### src/shared/bpci_pkg.sv
`default_nettype none
package bpci_pkg;
    localparam int DW = 8;
    localparam int AW = 3;
    localparam int NMON = 4;

    // Register offsets (word index on the plain port)
    localparam logic [2:0] A_PINS = 3'h0;
    localparam logic [2:0] A_DIR = 3'h1;
    localparam logic [2:0] A_LAT = 3'h2;
    localparam logic [2:0] A_MAIN = 3'h3;
    localparam logic [2:0] A_SECOND = 3'h4;
    localparam logic [2:0] A_ANALOG = 3'h5;

    // Field positions
    localparam int MAIN_FLAG_BIT = 0;
    localparam int MAIN_EN_BIT = 3;
    localparam int SECOND_PUD_BIT = 7;
    localparam int MON_LO = 2;

    // Reset values
    localparam logic [7:0] DIR_RST = 8'hFF;
    localparam logic [7:0] LAT_RST = 8'h00;
    localparam logic [7:0] ANALOG_RST = 8'h1F;
    localparam logic [7:0] RDATA_RST = 8'h00;
    localparam logic FLAG_RST = 1'b0;
    localparam logic EN_RST = 1'b0;
    localparam logic PUD_RST = 1'b1;
    localparam logic [3:0] OLD_RST = 4'h0;

    // Pin groups
    localparam logic [7:0] ANALOG_MASK = 8'h1F;
    localparam logic [7:0] PIN23_MASK = 8'h0C;
    localparam logic [7:0] PWM_MASK = 8'hF3;

    typedef enum logic [1:0] {
        INIT_S1,
        INIT_S2,
        INIT_LOAD,
        INIT_RUN
    } bpci_init_e;
endpackage
`default_nettype wire

### src/shared/bpci_chg_if.sv
`default_nettype none
interface bpci_chg_if;
    logic [3:0] cur;
    logic [3:0] inp_en;
    logic refresh_port;
    logic refresh_nb;
    logic mismatch;
    modport top (output cur, output inp_en, output refresh_port,
                 output refresh_nb, input mismatch);
    modport unit (input cur, input inp_en, input refresh_port,
                  input refresh_nb, output mismatch);
endinterface
`default_nettype wire

### src/rtl/bpci_change.sv
`default_nettype none
module bpci_change (
    input wire logic clk, // Clock
    input wire logic rst, // Async reset
    input wire logic ce, // Clock enable
    bpci_chg_if.unit chg // Compare port
);
    logic [3:0] old_r;
    logic [3:0] old_nxt;

    assign chg.mismatch = |((chg.cur ^ old_r) & chg.inp_en);

    always_comb begin
        old_nxt = old_r;
        if (ce && chg.refresh_port) begin
            old_nxt[1:0] = chg.cur[1:0];
        end
        if (ce && chg.refresh_nb) begin
            old_nxt[3:2] = chg.cur[3:2];
        end
    end

    always_ff @(posedge clk or posedge rst) begin
        if (rst) begin
            old_r <= bpci_pkg::OLD_RST;
        end else begin
            old_r <= old_nxt;
        end
    end
endmodule
`default_nettype wire

### src/rtl/bpci_port.sv
// The register addresses and the plain strobed port were chosen for this implementation.
`default_nettype none
// Overview of operation
// - Eight pins; direction bit one makes pin input, driver off.
// - Direction bit zero drives the output latch bit onto the pin.
// - Output latch is mapped; reading it returns latch, not pins.
// - Clearing shared active-low pull-up bit enables weak pull-ups on all input pins.
// - Pull-up forced off on any pin configured as output.
// - Pull-ups disabled after power-on reset.
// - Pins two, three analog at reset when placement strap cleared.
// - Analog-capable pins analog at reset when analog strap set.
// - Analog pin reads zero digitally; output path unaffected.
// - Only monitored pins configured as inputs join the comparison.
// - Pins two, three and neighbour zero, one compared; mismatch sets flag.
// - Change interrupt can wake the device from sleep and idle.
// - Mismatch keeps setting flag; software accesses port, waits, clears.
// - Memory-to-memory move write does not refresh the compare latch.
// - Pin returning to latched state ends mismatch without access.
// - PWM outputs share pins 0,1,4-7; pins 2,3 feed external irqs.
// - Change enable at main control bit three; flag sticky.
// - Flag sets on mismatch whatever the enable bits.
module bpci_port (
    input wire logic CLK, // Clock, 200 MHz
    input wire logic SYS_RST, // Async reset, active high
    input wire logic CE, // Clock enable
    input wire logic [2:0] ADDR, // Register index
    input wire logic [7:0] WDATA, // Write data
    input wire logic WR, // Write strobe
    input wire logic RD, // Read strobe
    input wire logic MOVE_ACCESS, // Access is mem-to-mem move
    output logic [7:0] RDATA, // Read data, cycle after RD
    input wire logic [7:0] PIN_I, // Pin levels
    output logic [7:0] PIN_O, // Pin drive value
    output logic [7:0] PIN_OE, // Pin drive enable
    output logic [7:0] PULLUP_EN, // Weak pull-up enable
    input wire logic [1:0] NB_PIN_I, // Neighbour pins 1:0
    input wire logic [1:0] NB_DIR, // Neighbour direction, 1 input
    input wire logic NB_READ, // Neighbour port read
    input wire logic LOWOSC_PLACE, // Low-osc placement strap
    input wire logic ANALOG_AT_RESET, // Analog-at-reset strap
    input wire logic PWM_EN, // PWM owns pins 0,1,4-7
    input wire logic [5:0] PWM_OUT, // PWM outputs 5:0
    output logic CHANGE_IRQ, // Flag and enable
    output logic WAKE_REQ, // Wake from sleep or idle
    output logic [1:0] EXT_IRQ // Pin 3:2 levels to ext irq
);
    logic [7:0] pin_s;
    logic [1:0] nb_s;
    logic [1:0] strap_s;
    logic [7:0] pin_dig;
    logic [7:0] pwm_map;
    logic [7:0] dir_r;
    logic [7:0] dir_nxt;
    logic [7:0] lat_r;
    logic [7:0] lat_nxt;
    logic [7:0] an_r;
    logic [7:0] an_nxt;
    logic flag_r;
    logic flag_nxt;
    logic en_r;
    logic en_nxt;
    logic pud_r;
    logic pud_nxt;
    logic [7:0] rdata_nxt;
    logic [7:0] pin_o_nxt;
    logic [7:0] pin_oe_nxt;
    logic [7:0] pullup_nxt;
    logic irq_nxt;
    logic [1:0] ext_nxt;
    logic [7:0] strap_an;
    bpci_pkg::bpci_init_e init_r;
    bpci_pkg::bpci_init_e init_nxt;
    logic wr_pins;
    logic rd_pins;

    bpci_chg_if chg ();

    bpci_sync #(.W(8)) u_pin_sync (
        .clk(CLK),
        .rst(SYS_RST),
        .ce(CE),
        .d(PIN_I),
        .q(pin_s)
    );

    bpci_sync #(.W(4)) u_misc_sync (
        .clk(CLK),
        .rst(SYS_RST),
        .ce(CE),
        .d({ANALOG_AT_RESET, LOWOSC_PLACE, NB_PIN_I}),
        .q({strap_s, nb_s})
    );

    bpci_change u_change (
        .clk(CLK),
        .rst(SYS_RST),
        .ce(CE),
        .chg(chg)
    );

    assign pin_dig = pin_s & ~an_r;
    assign pwm_map = {PWM_OUT[5:2], 2'b00, PWM_OUT[1:0]};
    assign wr_pins = WR && ADDR == bpci_pkg::A_PINS;
    assign rd_pins = RD && ADDR == bpci_pkg::A_PINS;

    assign strap_an = (strap_s[1] ? bpci_pkg::ANALOG_MASK : 8'h00)
        | (strap_s[0] ? 8'h00 : bpci_pkg::PIN23_MASK);

    assign chg.cur = {nb_s, pin_dig[bpci_pkg::MON_LO +: 2]};
    assign chg.inp_en = {NB_DIR,
        dir_r[bpci_pkg::MON_LO +: 2] & ~an_r[bpci_pkg::MON_LO +: 2]};
    assign chg.refresh_port = rd_pins || (wr_pins && !MOVE_ACCESS);
    assign chg.refresh_nb = NB_READ;

    always_comb begin
        init_nxt = init_r;
        dir_nxt = dir_r;
        lat_nxt = lat_r;
        an_nxt = an_r;
        en_nxt = en_r;
        pud_nxt = pud_r;
        flag_nxt = flag_r;
        rdata_nxt = RDATA;
        if (CE) begin
            case (init_r)
                bpci_pkg::INIT_S1: init_nxt = bpci_pkg::INIT_S2;
                bpci_pkg::INIT_S2: init_nxt = bpci_pkg::INIT_LOAD;
                bpci_pkg::INIT_LOAD: init_nxt = bpci_pkg::INIT_RUN;
                bpci_pkg::INIT_RUN: init_nxt = bpci_pkg::INIT_RUN;
                default: init_nxt = bpci_pkg::INIT_RUN;
            endcase
            if (WR) begin
                case (ADDR)
                    bpci_pkg::A_PINS: lat_nxt = WDATA;
                    bpci_pkg::A_DIR: dir_nxt = WDATA;
                    bpci_pkg::A_LAT: lat_nxt = WDATA;
                    bpci_pkg::A_MAIN: begin
                        en_nxt = WDATA[bpci_pkg::MAIN_EN_BIT];
                        flag_nxt = WDATA[bpci_pkg::MAIN_FLAG_BIT];
                    end
                    bpci_pkg::A_SECOND: begin
                        pud_nxt = WDATA[bpci_pkg::SECOND_PUD_BIT];
                    end
                    bpci_pkg::A_ANALOG: begin
                        an_nxt = WDATA & bpci_pkg::ANALOG_MASK;
                    end
                    default: ;
                endcase
            end
            // Strap load wins over an early analog write
            if (init_r == bpci_pkg::INIT_LOAD) begin
                an_nxt = strap_an;
            end
            if (chg.mismatch) begin
                flag_nxt = 1'b1;
            end
            rdata_nxt = bpci_pkg::RDATA_RST;
            if (RD) begin
                case (ADDR)
                    bpci_pkg::A_PINS: rdata_nxt = pin_dig;
                    bpci_pkg::A_DIR: rdata_nxt = dir_r;
                    bpci_pkg::A_LAT: rdata_nxt = lat_r;
                    bpci_pkg::A_MAIN: begin
                        rdata_nxt[bpci_pkg::MAIN_EN_BIT] = en_r;
                        rdata_nxt[bpci_pkg::MAIN_FLAG_BIT] = flag_r;
                    end
                    bpci_pkg::A_SECOND: begin
                        rdata_nxt[bpci_pkg::SECOND_PUD_BIT] = pud_r;
                    end
                    bpci_pkg::A_ANALOG: rdata_nxt = an_r;
                    default: rdata_nxt = bpci_pkg::RDATA_RST;
                endcase
            end
        end
    end

    always_comb begin
        pin_o_nxt = PIN_O;
        pin_oe_nxt = PIN_OE;
        pullup_nxt = PULLUP_EN;
        irq_nxt = CHANGE_IRQ;
        ext_nxt = EXT_IRQ;
        if (CE) begin
            pin_o_nxt = PWM_EN ? ((lat_r & ~bpci_pkg::PWM_MASK)
                | (pwm_map & bpci_pkg::PWM_MASK)) : lat_r;
            pin_oe_nxt = ~dir_r;
            pullup_nxt = {8{~pud_r}} & dir_r;
            irq_nxt = flag_r && en_r;
            ext_nxt = pin_dig[bpci_pkg::MON_LO +: 2];
        end
    end

    always_ff @(posedge CLK or posedge SYS_RST) begin
        if (SYS_RST) begin
            init_r <= bpci_pkg::INIT_S1;
            dir_r <= bpci_pkg::DIR_RST;
            lat_r <= bpci_pkg::LAT_RST;
            an_r <= bpci_pkg::ANALOG_RST;
            en_r <= bpci_pkg::EN_RST;
            pud_r <= bpci_pkg::PUD_RST;
            flag_r <= bpci_pkg::FLAG_RST;
            RDATA <= bpci_pkg::RDATA_RST;
            PIN_O <= bpci_pkg::LAT_RST;
            PIN_OE <= ~bpci_pkg::DIR_RST;
            PULLUP_EN <= 8'h00;
            CHANGE_IRQ <= 1'b0;
            WAKE_REQ <= 1'b0;
            EXT_IRQ <= 2'b00;
        end else begin
            init_r <= init_nxt;
            dir_r <= dir_nxt;
            lat_r <= lat_nxt;
            an_r <= an_nxt;
            en_r <= en_nxt;
            pud_r <= pud_nxt;
            flag_r <= flag_nxt;
            RDATA <= rdata_nxt;
            PIN_O <= pin_o_nxt;
            PIN_OE <= pin_oe_nxt;
            PULLUP_EN <= pullup_nxt;
            CHANGE_IRQ <= irq_nxt;
            WAKE_REQ <= irq_nxt;
            EXT_IRQ <= ext_nxt;
        end
    end
endmodule
`default_nettype wire

### src/rtl/bpci_sync.sv
`default_nettype none
module bpci_sync #(
    parameter int W = 1
) (
    input wire logic clk, // Clock
    input wire logic rst, // Async reset
    input wire logic ce, // Clock enable
    input wire logic [W-1:0] d, // Asynchronous input
    output logic [W-1:0] q // Synchronised output
);
    logic [W-1:0] stage1_r;
    logic [W-1:0] stage1_nxt;
    logic [W-1:0] q_nxt;

    always_comb begin
        stage1_nxt = ce ? d : stage1_r;
        q_nxt = ce ? stage1_r : q;
    end

    always_ff @(posedge clk or posedge rst) begin
        if (rst) begin
            stage1_r <= '0;
            q <= '0;
        end else begin
            stage1_r <= stage1_nxt;
            q <= q_nxt;
        end
    end
endmodule
`default_nettype wire

### config.mk
export PLATFORM = sky130hd
export DESIGN_NAME = bpci_port
export DESIGN_NICKNAME = d
export VERILOG_FILES = /design/src/shared/bpci_pkg.sv /design/src/shared/bpci_chg_if.sv /design/src/rtl/bpci_change.sv /design/src/rtl/bpci_port.sv /design/src/rtl/bpci_sync.sv
export SDC_FILE = /design/constraint.sdc
export NUM_CORES = 1
export LEC_CHECK = 0
export CORE_MARGIN = 3
export CORE_UTILIZATION = 30
export DETAILED_ROUTE_END_ITERATION = 6
export DONT_BUFFER_PORTS = 1
export PLACE_DENSITY = 0.4
export SYNTH_ARGS = -nofsm -noshare
export SYNTH_HDL_FRONTEND = slang
export SYNTH_HIERARCHICAL = 1
export SYNTH_SLANG_ARGS = --single-unit
export TNS_END_PERCENT = 50
### constraint.sdc
create_clock -name CLK -period 2.9 [get_ports CLK]
set_clock_uncertainty 0.15 [all_clocks]
set_input_delay 0.145 -clock CLK [delete_from_list [all_inputs] [get_ports CLK]]
set_output_delay 0.145 -clock CLK [all_outputs]
set_load 0.02 [all_outputs]
==> results of run 1 <==
==> layer usage <==
layer  GRT usage  wire (µm)  vias to the layer above
met4      0.0453        194                        0
li1            -          -                     1247
met3      0.0618        706                       14
met1       0.183       4880                     1316
met5           0          0                        -
met2       0.213       4780                       67
==> area by class of cell <==
cell class | count | area, µm²
fillers | 1352 | 8470
repair buffers | 46 | 473
well taps | 176 | 220
clock buffers | 10 | 229
clock inverters | 6 | 82.6
flip-flops and latches | 89 | 2240
inverters | 23 | 87.6
multi-input cells | 197 | 1750
==> path summary, 6_finish.rpt <==
path	from	end	slack [ps]	cells after the start
max in group asynchronous	SYS_RST	dir_r[4]$_DFFE_PP1P_	1730	3
min in group asynchronous	SYS_RST	u_change/old_r[1]$_DFFE_PP0P_	50	2
setup reg to reg	an_r[2]$_DFFE_PP1P_	flag_r$_DFFE_PP0P_	680	6
hold reg to reg	init_r[1]$_DFFE_PP0P_	init_r[1]$_DFFE_PP0P_	350	1
setup / recovery	an_r[2]$_DFFE_PP1P_	flag_r$_DFFE_PP0P_	680	6
hold / removal	ADDR[0]	RDATA[1]$_DFFE_PP0P_	20	3
==> logic make-up after synthesis <==
logic type	count (synthesis)
buf+inv	43
xor+xnor	4
mux	66
compound gates	55
simple gates	72
flops	89
==> worst min-delay path, delay by kind of cell <==
family | cells | cell delay [ps]
AOI/OAI and AO/OA | 2 | 290
and+or+nand+nor | 1 | 30
==> report_power, final <==
| group | total (µW) | internal (µW) | switching [µW] |
|---|---|---|---|
| Sequential | 1820 | 1500 | 315 |
| Clock | 1250 | 751 | 500 |
| Combinational | 548 | 335 | 213 |
==> metrics by stage <==
stage	worst slack (ps)	cell area, µm²	total power, µW	instances	utilization
floorplan	1120	4260	2190	329	-
global placement	1270	4320	2280	487	0.319
detailed placement	1220	4320	2290	487	0.319
CTS	683	5090	3660	547	0.375
global route	585	5090	3810	547	0.375
finish	679	5090	3610	547	0.375
==> cell usage in the layout, fill, tap and decap left out, types with 6 or more instances in the layout <==
| cell type | n |
|---|---|
| sky130_fd_sc_hd__o21ai_0 | 8 |
| sky130_fd_sc_hd__a22oi_1 | 6 |
| sky130_fd_sc_hd__mux2_1 | 7 |
| sky130_fd_sc_hd__dfstp_2 | 14 |
| sky130_fd_sc_hd__mux2_2 | 14 |
| sky130_fd_sc_hd__nor2b_1 | 6 |
| sky130_fd_sc_hd__clkbuf_16 | 9 |
| sky130_fd_sc_hd__dfrtp_1 | 75 |
| sky130_fd_sc_hd__inv_1 | 20 |
| sky130_fd_sc_hd__a21oi_1 | 13 |
| sky130_fd_sc_hd__nor2_1 | 17 |
| sky130_fd_sc_hd__dlygate4sd3_1 | 43 |
| sky130_fd_sc_hd__nand2b_1 | 6 |
| sky130_fd_sc_hd__mux2_4 | 33 |
| sky130_fd_sc_hd__nand2_1 | 15 |
| sky130_fd_sc_hd__mux2i_1 | 12 |
==> cells in the mapped netlist (7+ instances only) <==
| master | number | area share |
|---|---|---|
| sky130_fd_sc_hd__mux2_2 | 14 | 0.037 |
| sky130_fd_sc_hd__mux2i_1 | 12 | 0.028 |
| sky130_fd_sc_hd__dfstp_2 | 14 | 0.086 |
| sky130_fd_sc_hd__buf_6 | 8 | 0.021 |
| sky130_fd_sc_hd__inv_1 | 21 | 0.019 |
| sky130_fd_sc_hd__mux2_1 | 7 | 0.019 |
| sky130_fd_sc_hd__nor2_1 | 17 | 0.015 |
| sky130_fd_sc_hd__dfrtp_1 | 75 | 0.44 |
| sky130_fd_sc_hd__mux2_4 | 33 | 0.12 |
| sky130_fd_sc_hd__o21ai_0 | 8 | 0.0094 |
| sky130_fd_sc_hd__a21oi_1 | 13 | 0.015 |
| sky130_fd_sc_hd__nand2_1 | 15 | 0.013 |
==> flip-flops by register name, indices dropped and copies added (netlist names) <==
register	count
EXT_IRQ	2
lat_r	8
PIN_O	8
en_r	1
dir_r	8
PIN_OE	8
PULLUP_EN	8
u_misc_sync/stage1_r	4
u_change/old_r	4
u_misc_sync/q	4
init_r	2
u_pin_sync/stage1_r	8
pud_r	1
flag_r	1
RDATA	8
an_r	5
WAKE_REQ	1
u_pin_sync/q	8
==> what timing repair did <==
action | in CTS | in global routing
setup endpoints to repair | 0 | 0
endpoints found under the hold margin | 169 | 0
hold buffers | 44 | 0
gates resized for setup | 0 | 0
==> out/results.ini, run 1 <==
[status]
status=completed

[clock_network]
cts_max_level=3
clock_tree.root_cell=sky130_fd_sc_hd__clkbuf_16
cts.sinks=89
clkLatencyLatePin_ps=350
cts_setup_buffers=0
tritoncts_clock_tree=done
cts-root-to-sink-buffers=2
cts_inserted_buffers=9
clkSlewWorstSetupHoldPaths_ps=70

[logic_synthesis]
synth_top_family_by_area=multiplexers
synth-seq-cells=89
synth_xor_xnor_area_share=0.00823
syn_nets=368
synth_enable_flop_cells=0
synth_flop_cell=sky130_fd_sc_hd__dfrtp_1
fraction_of_the_mapped_netlist_area_in_compound_gates=0.101
postSynth.asyncResetShare=1.00
synthesized_area_per_cell_um2=12.9
postSynthCellCount=329
post_synthesis_sequential_area_ratio=0.527
synth_simple_gate_area_frac=0.103
post_synth_fa_ha_maj_area_fraction=0
netlist_area_mm2=0.00426
muxShareOfSynthArea=0.200
synth_cell_types=60
ys.warnings.count=6

[floorplanning]
floorplan.die.height_um=125
die-width_um=125
core_mm2=0.0136
die-area_mm2=0.0157
start_util=0.314
placementRows=42
floorplan.io_pins=75

[route]
detail-route-antenna-nets=0
detail_routed_via_count_per_cell=4.83
initialDrtViolationCount=105
drt_drc_violations_left=0
detailedRoute.firstPassIterationCount=4
finalWirelength_um=10600
vias=2644
wire_per_inst_um=19.3

[critical_path]
timing.critical_path.buf_inv=1
timing.setup.critical_path_class=register to register
timing.critical_path.fanout_max=5
slowest_delay_ps=570
cp.arrival_ps=2310
worst_ep_required_time_ps=2990
worst_path_dominant_cell_family=flip-flops
timing.critical_path.from_type=register
worst_path_max_delay_cell=sky130_fd_sc_hd__dfstp_2
cp-end-kind=register
critical_path_cell_sequence=nor2b_1 -> xor2_1 -> a22oi_1 -> nand2_1 -> dlygate4sd3_1 -> o32a_1

[timing]
setup-violations-final=0
final_min_period_over_clock_period=0.766
report.final.slew_viol_count=0
timing.setup.tns_ps=0
finalHoldWorstSlack_ps=23.5
maxClockFrequency_mhz=450
hold_viol=0
worst-slew-pin-transition_ps=639
grt_setup_unrepaired=false
max_slew_margin=0.574
finalWorstPathRequiredPeriod_ps=2220

[cells_and_area]
drive_above_1_share=0.259
area_growth_pct=19.6
nets=405
antenna_cells=0

[grt]
globalRouteOverflowTotal=0
grt_first_pass_wirelength_um=16800
globalRouteTotalUtil=0.141
first_global_vias=2813
maximum_number_of_pins_on_one_net_before_global_route_repair=82
antenna_found_initial=0

[power]
power.ir.vdd_worst_mv=0.353
cellPowerDensity_mw_per_mm2=710
cellLeakagePower_uw=0.00220

[place]
io_buffer_count=0
place_congestion=0.733
dpl.hpwl_um=6900

[flow_run]
cap_violations=0

[hold_path]
hold_path.class=input pin to register

Power figures use the tool's default switching activity.
==> inputs of run 2 (changes only) <==
--- a/config.mk
+++ b/config.mk
@@ -9,7 +9,7 @@
 export CORE_UTILIZATION = 30
 export DETAILED_ROUTE_END_ITERATION = 6
 export DONT_BUFFER_PORTS = 1
-export PLACE_DENSITY = 0.4
+export PLACE_DENSITY = 0.41
 export SYNTH_ARGS = -nofsm -noshare
 export SYNTH_HDL_FRONTEND = slang
 export SYNTH_HIERARCHICAL = 1
==> constraint.sdc (replaced) <==
create_clock -name CLK -period 1.85 [get_ports CLK]
set_clock_uncertainty 0.15 [all_clocks]
set_input_delay 0.0925 -clock CLK [delete_from_list [all_inputs] [get_ports CLK]]
set_output_delay 0.0925 -clock CLK [all_outputs]
set_load 0.02 [all_outputs]
==> run 2 against run 1 <==
Net effect: the flow now finishes with violations (hold timing); worst setup slack got worse by 610 ps; global-route usage shrank 0.11 points; maximum frequency increased by 25%; routed wire length is 2.3% higher; via count grew 5.1%; first-iteration DRC count shrank 1.9%; register-to-register slack got worse by 610 ps; sequential power rose by 57%; cell count rose by 4.0%; hold slack got worse by 38 ps; design area is 4.7% higher; clock-buffer cell count increased by 2; critical path type unchanged; critical endpoint is now RDATA[4]$_DFFE_PP0P_; highest routed layer unchanged.
==> out/results.ini, run 2 (synthesis gave the netlist of run 1 again) <==
[power]
power_uw=5560
cellLeakagePower_uw=0.00231
power.ir.vdd_worst_mv=0.402
cellPowerDensity_mw_per_mm2=1040

[cells_and_area]
area_growth_pct=25.3
mostFrequentLayoutCells=sky130_fd_sc_hd__dfrtp_1 (75), sky130_fd_sc_hd__dlygate4sd3_1 (62), sky130_fd_sc_hd__mux2_4 (33)
layout.cells.most_common=sky130_fd_sc_hd__dfrtp_1
antenna_cells=0
nets=427
drive_above_1_share=0.254
finish.instance_area_mm2=0.00533

[timing]
hold_viol=3
timing.setup.tns_ps=0
grt_setup_unrepaired=true
final.setup.worst_slack_ps=68.4
maxClockFrequency_mhz=561
max_slew_margin=0.575
final_min_period_over_clock_period=0.963
worst-slew-pin-transition_ps=637
setup-violations-final=0
finalHoldWorstSlack_ps=-15.0
finalWorstPathRequiredPeriod_ps=1780
report.final.slew_viol_count=0

[route]
vias=2780
finalWirelength_um=10800
initialDrtViolationCount=103
drt_drc_violations_left=0
detail-route-antenna-nets=0
detailedRoute.firstPassIterationCount=4
wire_per_inst_um=19.0
detail_routed_via_count_per_cell=4.89

[critical_path]
timing.critical_path.fanout_max=4
cp.arrival_ps=1860
cp-end-kind=register
regToRegEndpoint=RDATA[4]$_DFFE_PP0P_
worst_ep_required_time_ps=1930
crit_path_start=dir_r[4]$_DFFE_PP1P_
critical_path.reg2reg.startpoint=dir_r[4]$_DFFE_PP1P_
reg2regPathDepth=4
critical_path_cell_sequence=mux2_4 -> a41oi_2 -> o41ai_2 -> dlygate4sd3_1
timing.critical_path.from_type=register
slowest_delay_ps=560
timing.setup.critical_path_class=register to register
r2r_slack_ps=70
worst_path_dominant_cell_family=buffers and inverters
timing.critical_path.buf_inv=1
worst_path_max_delay_cell=sky130_fd_sc_hd__dlygate4sd3_1

[floorplanning]
placementRows=42
floorplan.io_pins=75
start_util=0.314
core_mm2=0.0136
die-width_um=125
die-area_mm2=0.0157
floorplan.die.height_um=125

[hold_path]
hold_path.class=input pin to register
whs_path_depth=3
holdCritStartpoint=ADDR[2]
min_to=RDATA[2]$_DFFE_PP0P_

[clock_network]
cts-root-to-sink-buffers=2
cts_setup_buffers=0
clock_tree.root_cell=sky130_fd_sc_hd__clkbuf_16
cts.sinks=89
clkSlewWorstSetupHoldPaths_ps=60
tritoncts_clock_tree=done
cts_inserted_buffers=9
clkLatencyLatePin_ps=350
cts_max_level=3

[place]
dpl_worst_slack_ps=141
detailed_place.area_mm2=0.00433
place_congestion=0.756
dpl.hpwl_um=6830
io_buffer_count=0

[grt]
globalRouteOverflowTotal=0
globalRouteTotalUtil=0.140
antenna_found_initial=0
first_global_vias=2895
maximum_number_of_pins_on_one_net_before_global_route_repair=52
grt_first_pass_wirelength_um=17100

[status]
failed_checks=hold timing
status=finished, violations left

[flow_run]
cap_violations=0

## run 2: cell types whose count changed in the layout (fill, tap and decap cells not counted), sizes merged
cell	previous run	this run
dlymetal6s4s	0	3
clkinvlp	1	3
bufinv	2	0
clkbuf	10	12
clkinv	4	2
dlygate4sd3	43	62
## run 2: what timing repair did
| action | in CTS | in global routing |
|---|---|---|
| resized for setup | 0 | 8 |
| endpoints found under the setup margin | 0 | 12 |
| hold buffers | 64 | 4 |
| endpoints found under the hold margin | 167 | 6 |
## run 2: worst register-to-register path, delay by kind of cell (launching register included)
| family | cells | cell delay (ps) |
|---|---|---|
| buffers and inverters | 1 | 560 |
| flip-flops | 1 | 390 |
| AO/OA/AOI/OAI | 2 | 300 |
| multiplexers | 1 | 270 |
## run 2: cell type report
type / count / area, µm²
sequential: 89 / 2240
timing repair buffer: 68 / 713
clock buffer: 12 / 256
tap: 176 / 220
clock inverter: 4 / 27.5
fill: 1309 / 8230
multi-input combinational: 197 / 1780
inverter: 23 / 87.6
## run 2: power by group
part	total [µW]	leakage, µW	internal [µW]	switching, µW
combinational	964	0.00113	621	344
clock	1750	0.000131	982	766
sequential	2850	0.00104	2350	495
total	5560	0.00231	3960	1600
## run 2: worst max-delay path by stage
stage                             endpoint  cells after the start  slack, ps
detailed placement      flag_r$_DFFE_PP0P_                      6        140
global route          RDATA[1]$_DFFE_PP0P_                      4         -3
global placement        flag_r$_DFFE_PP0P_                      6        220
finish                RDATA[4]$_DFFE_PP0P_                      4         70
CTS                   RDATA[4]$_DFFE_PP0P_                      5         30
floorplan           EXT_IRQ[0]$_DFFE_PP0P_                      1        120
## run 2: metrics by stage
| step | std cells | util | hold WS, ps |
|---|---|---|---|
| CTS | 567 | 0.389 | -96.1 |
| global placement | 487 | 0.320 | -263 |
| finish | 569 | 0.393 | -15.0 |
| global route | 569 | 0.393 | 6.57 |
| detailed placement | 487 | 0.320 | -264 |
| floorplan | 329 | - | -291 |
## run 2: per-layer routing
metal  wire length, µm  share of wire  track usage
met2              4910           0.45        0.209
met1              5050           0.47        0.189
met3               655          0.061       0.0469
met4               188          0.017       0.0536
met5                 0              0            0
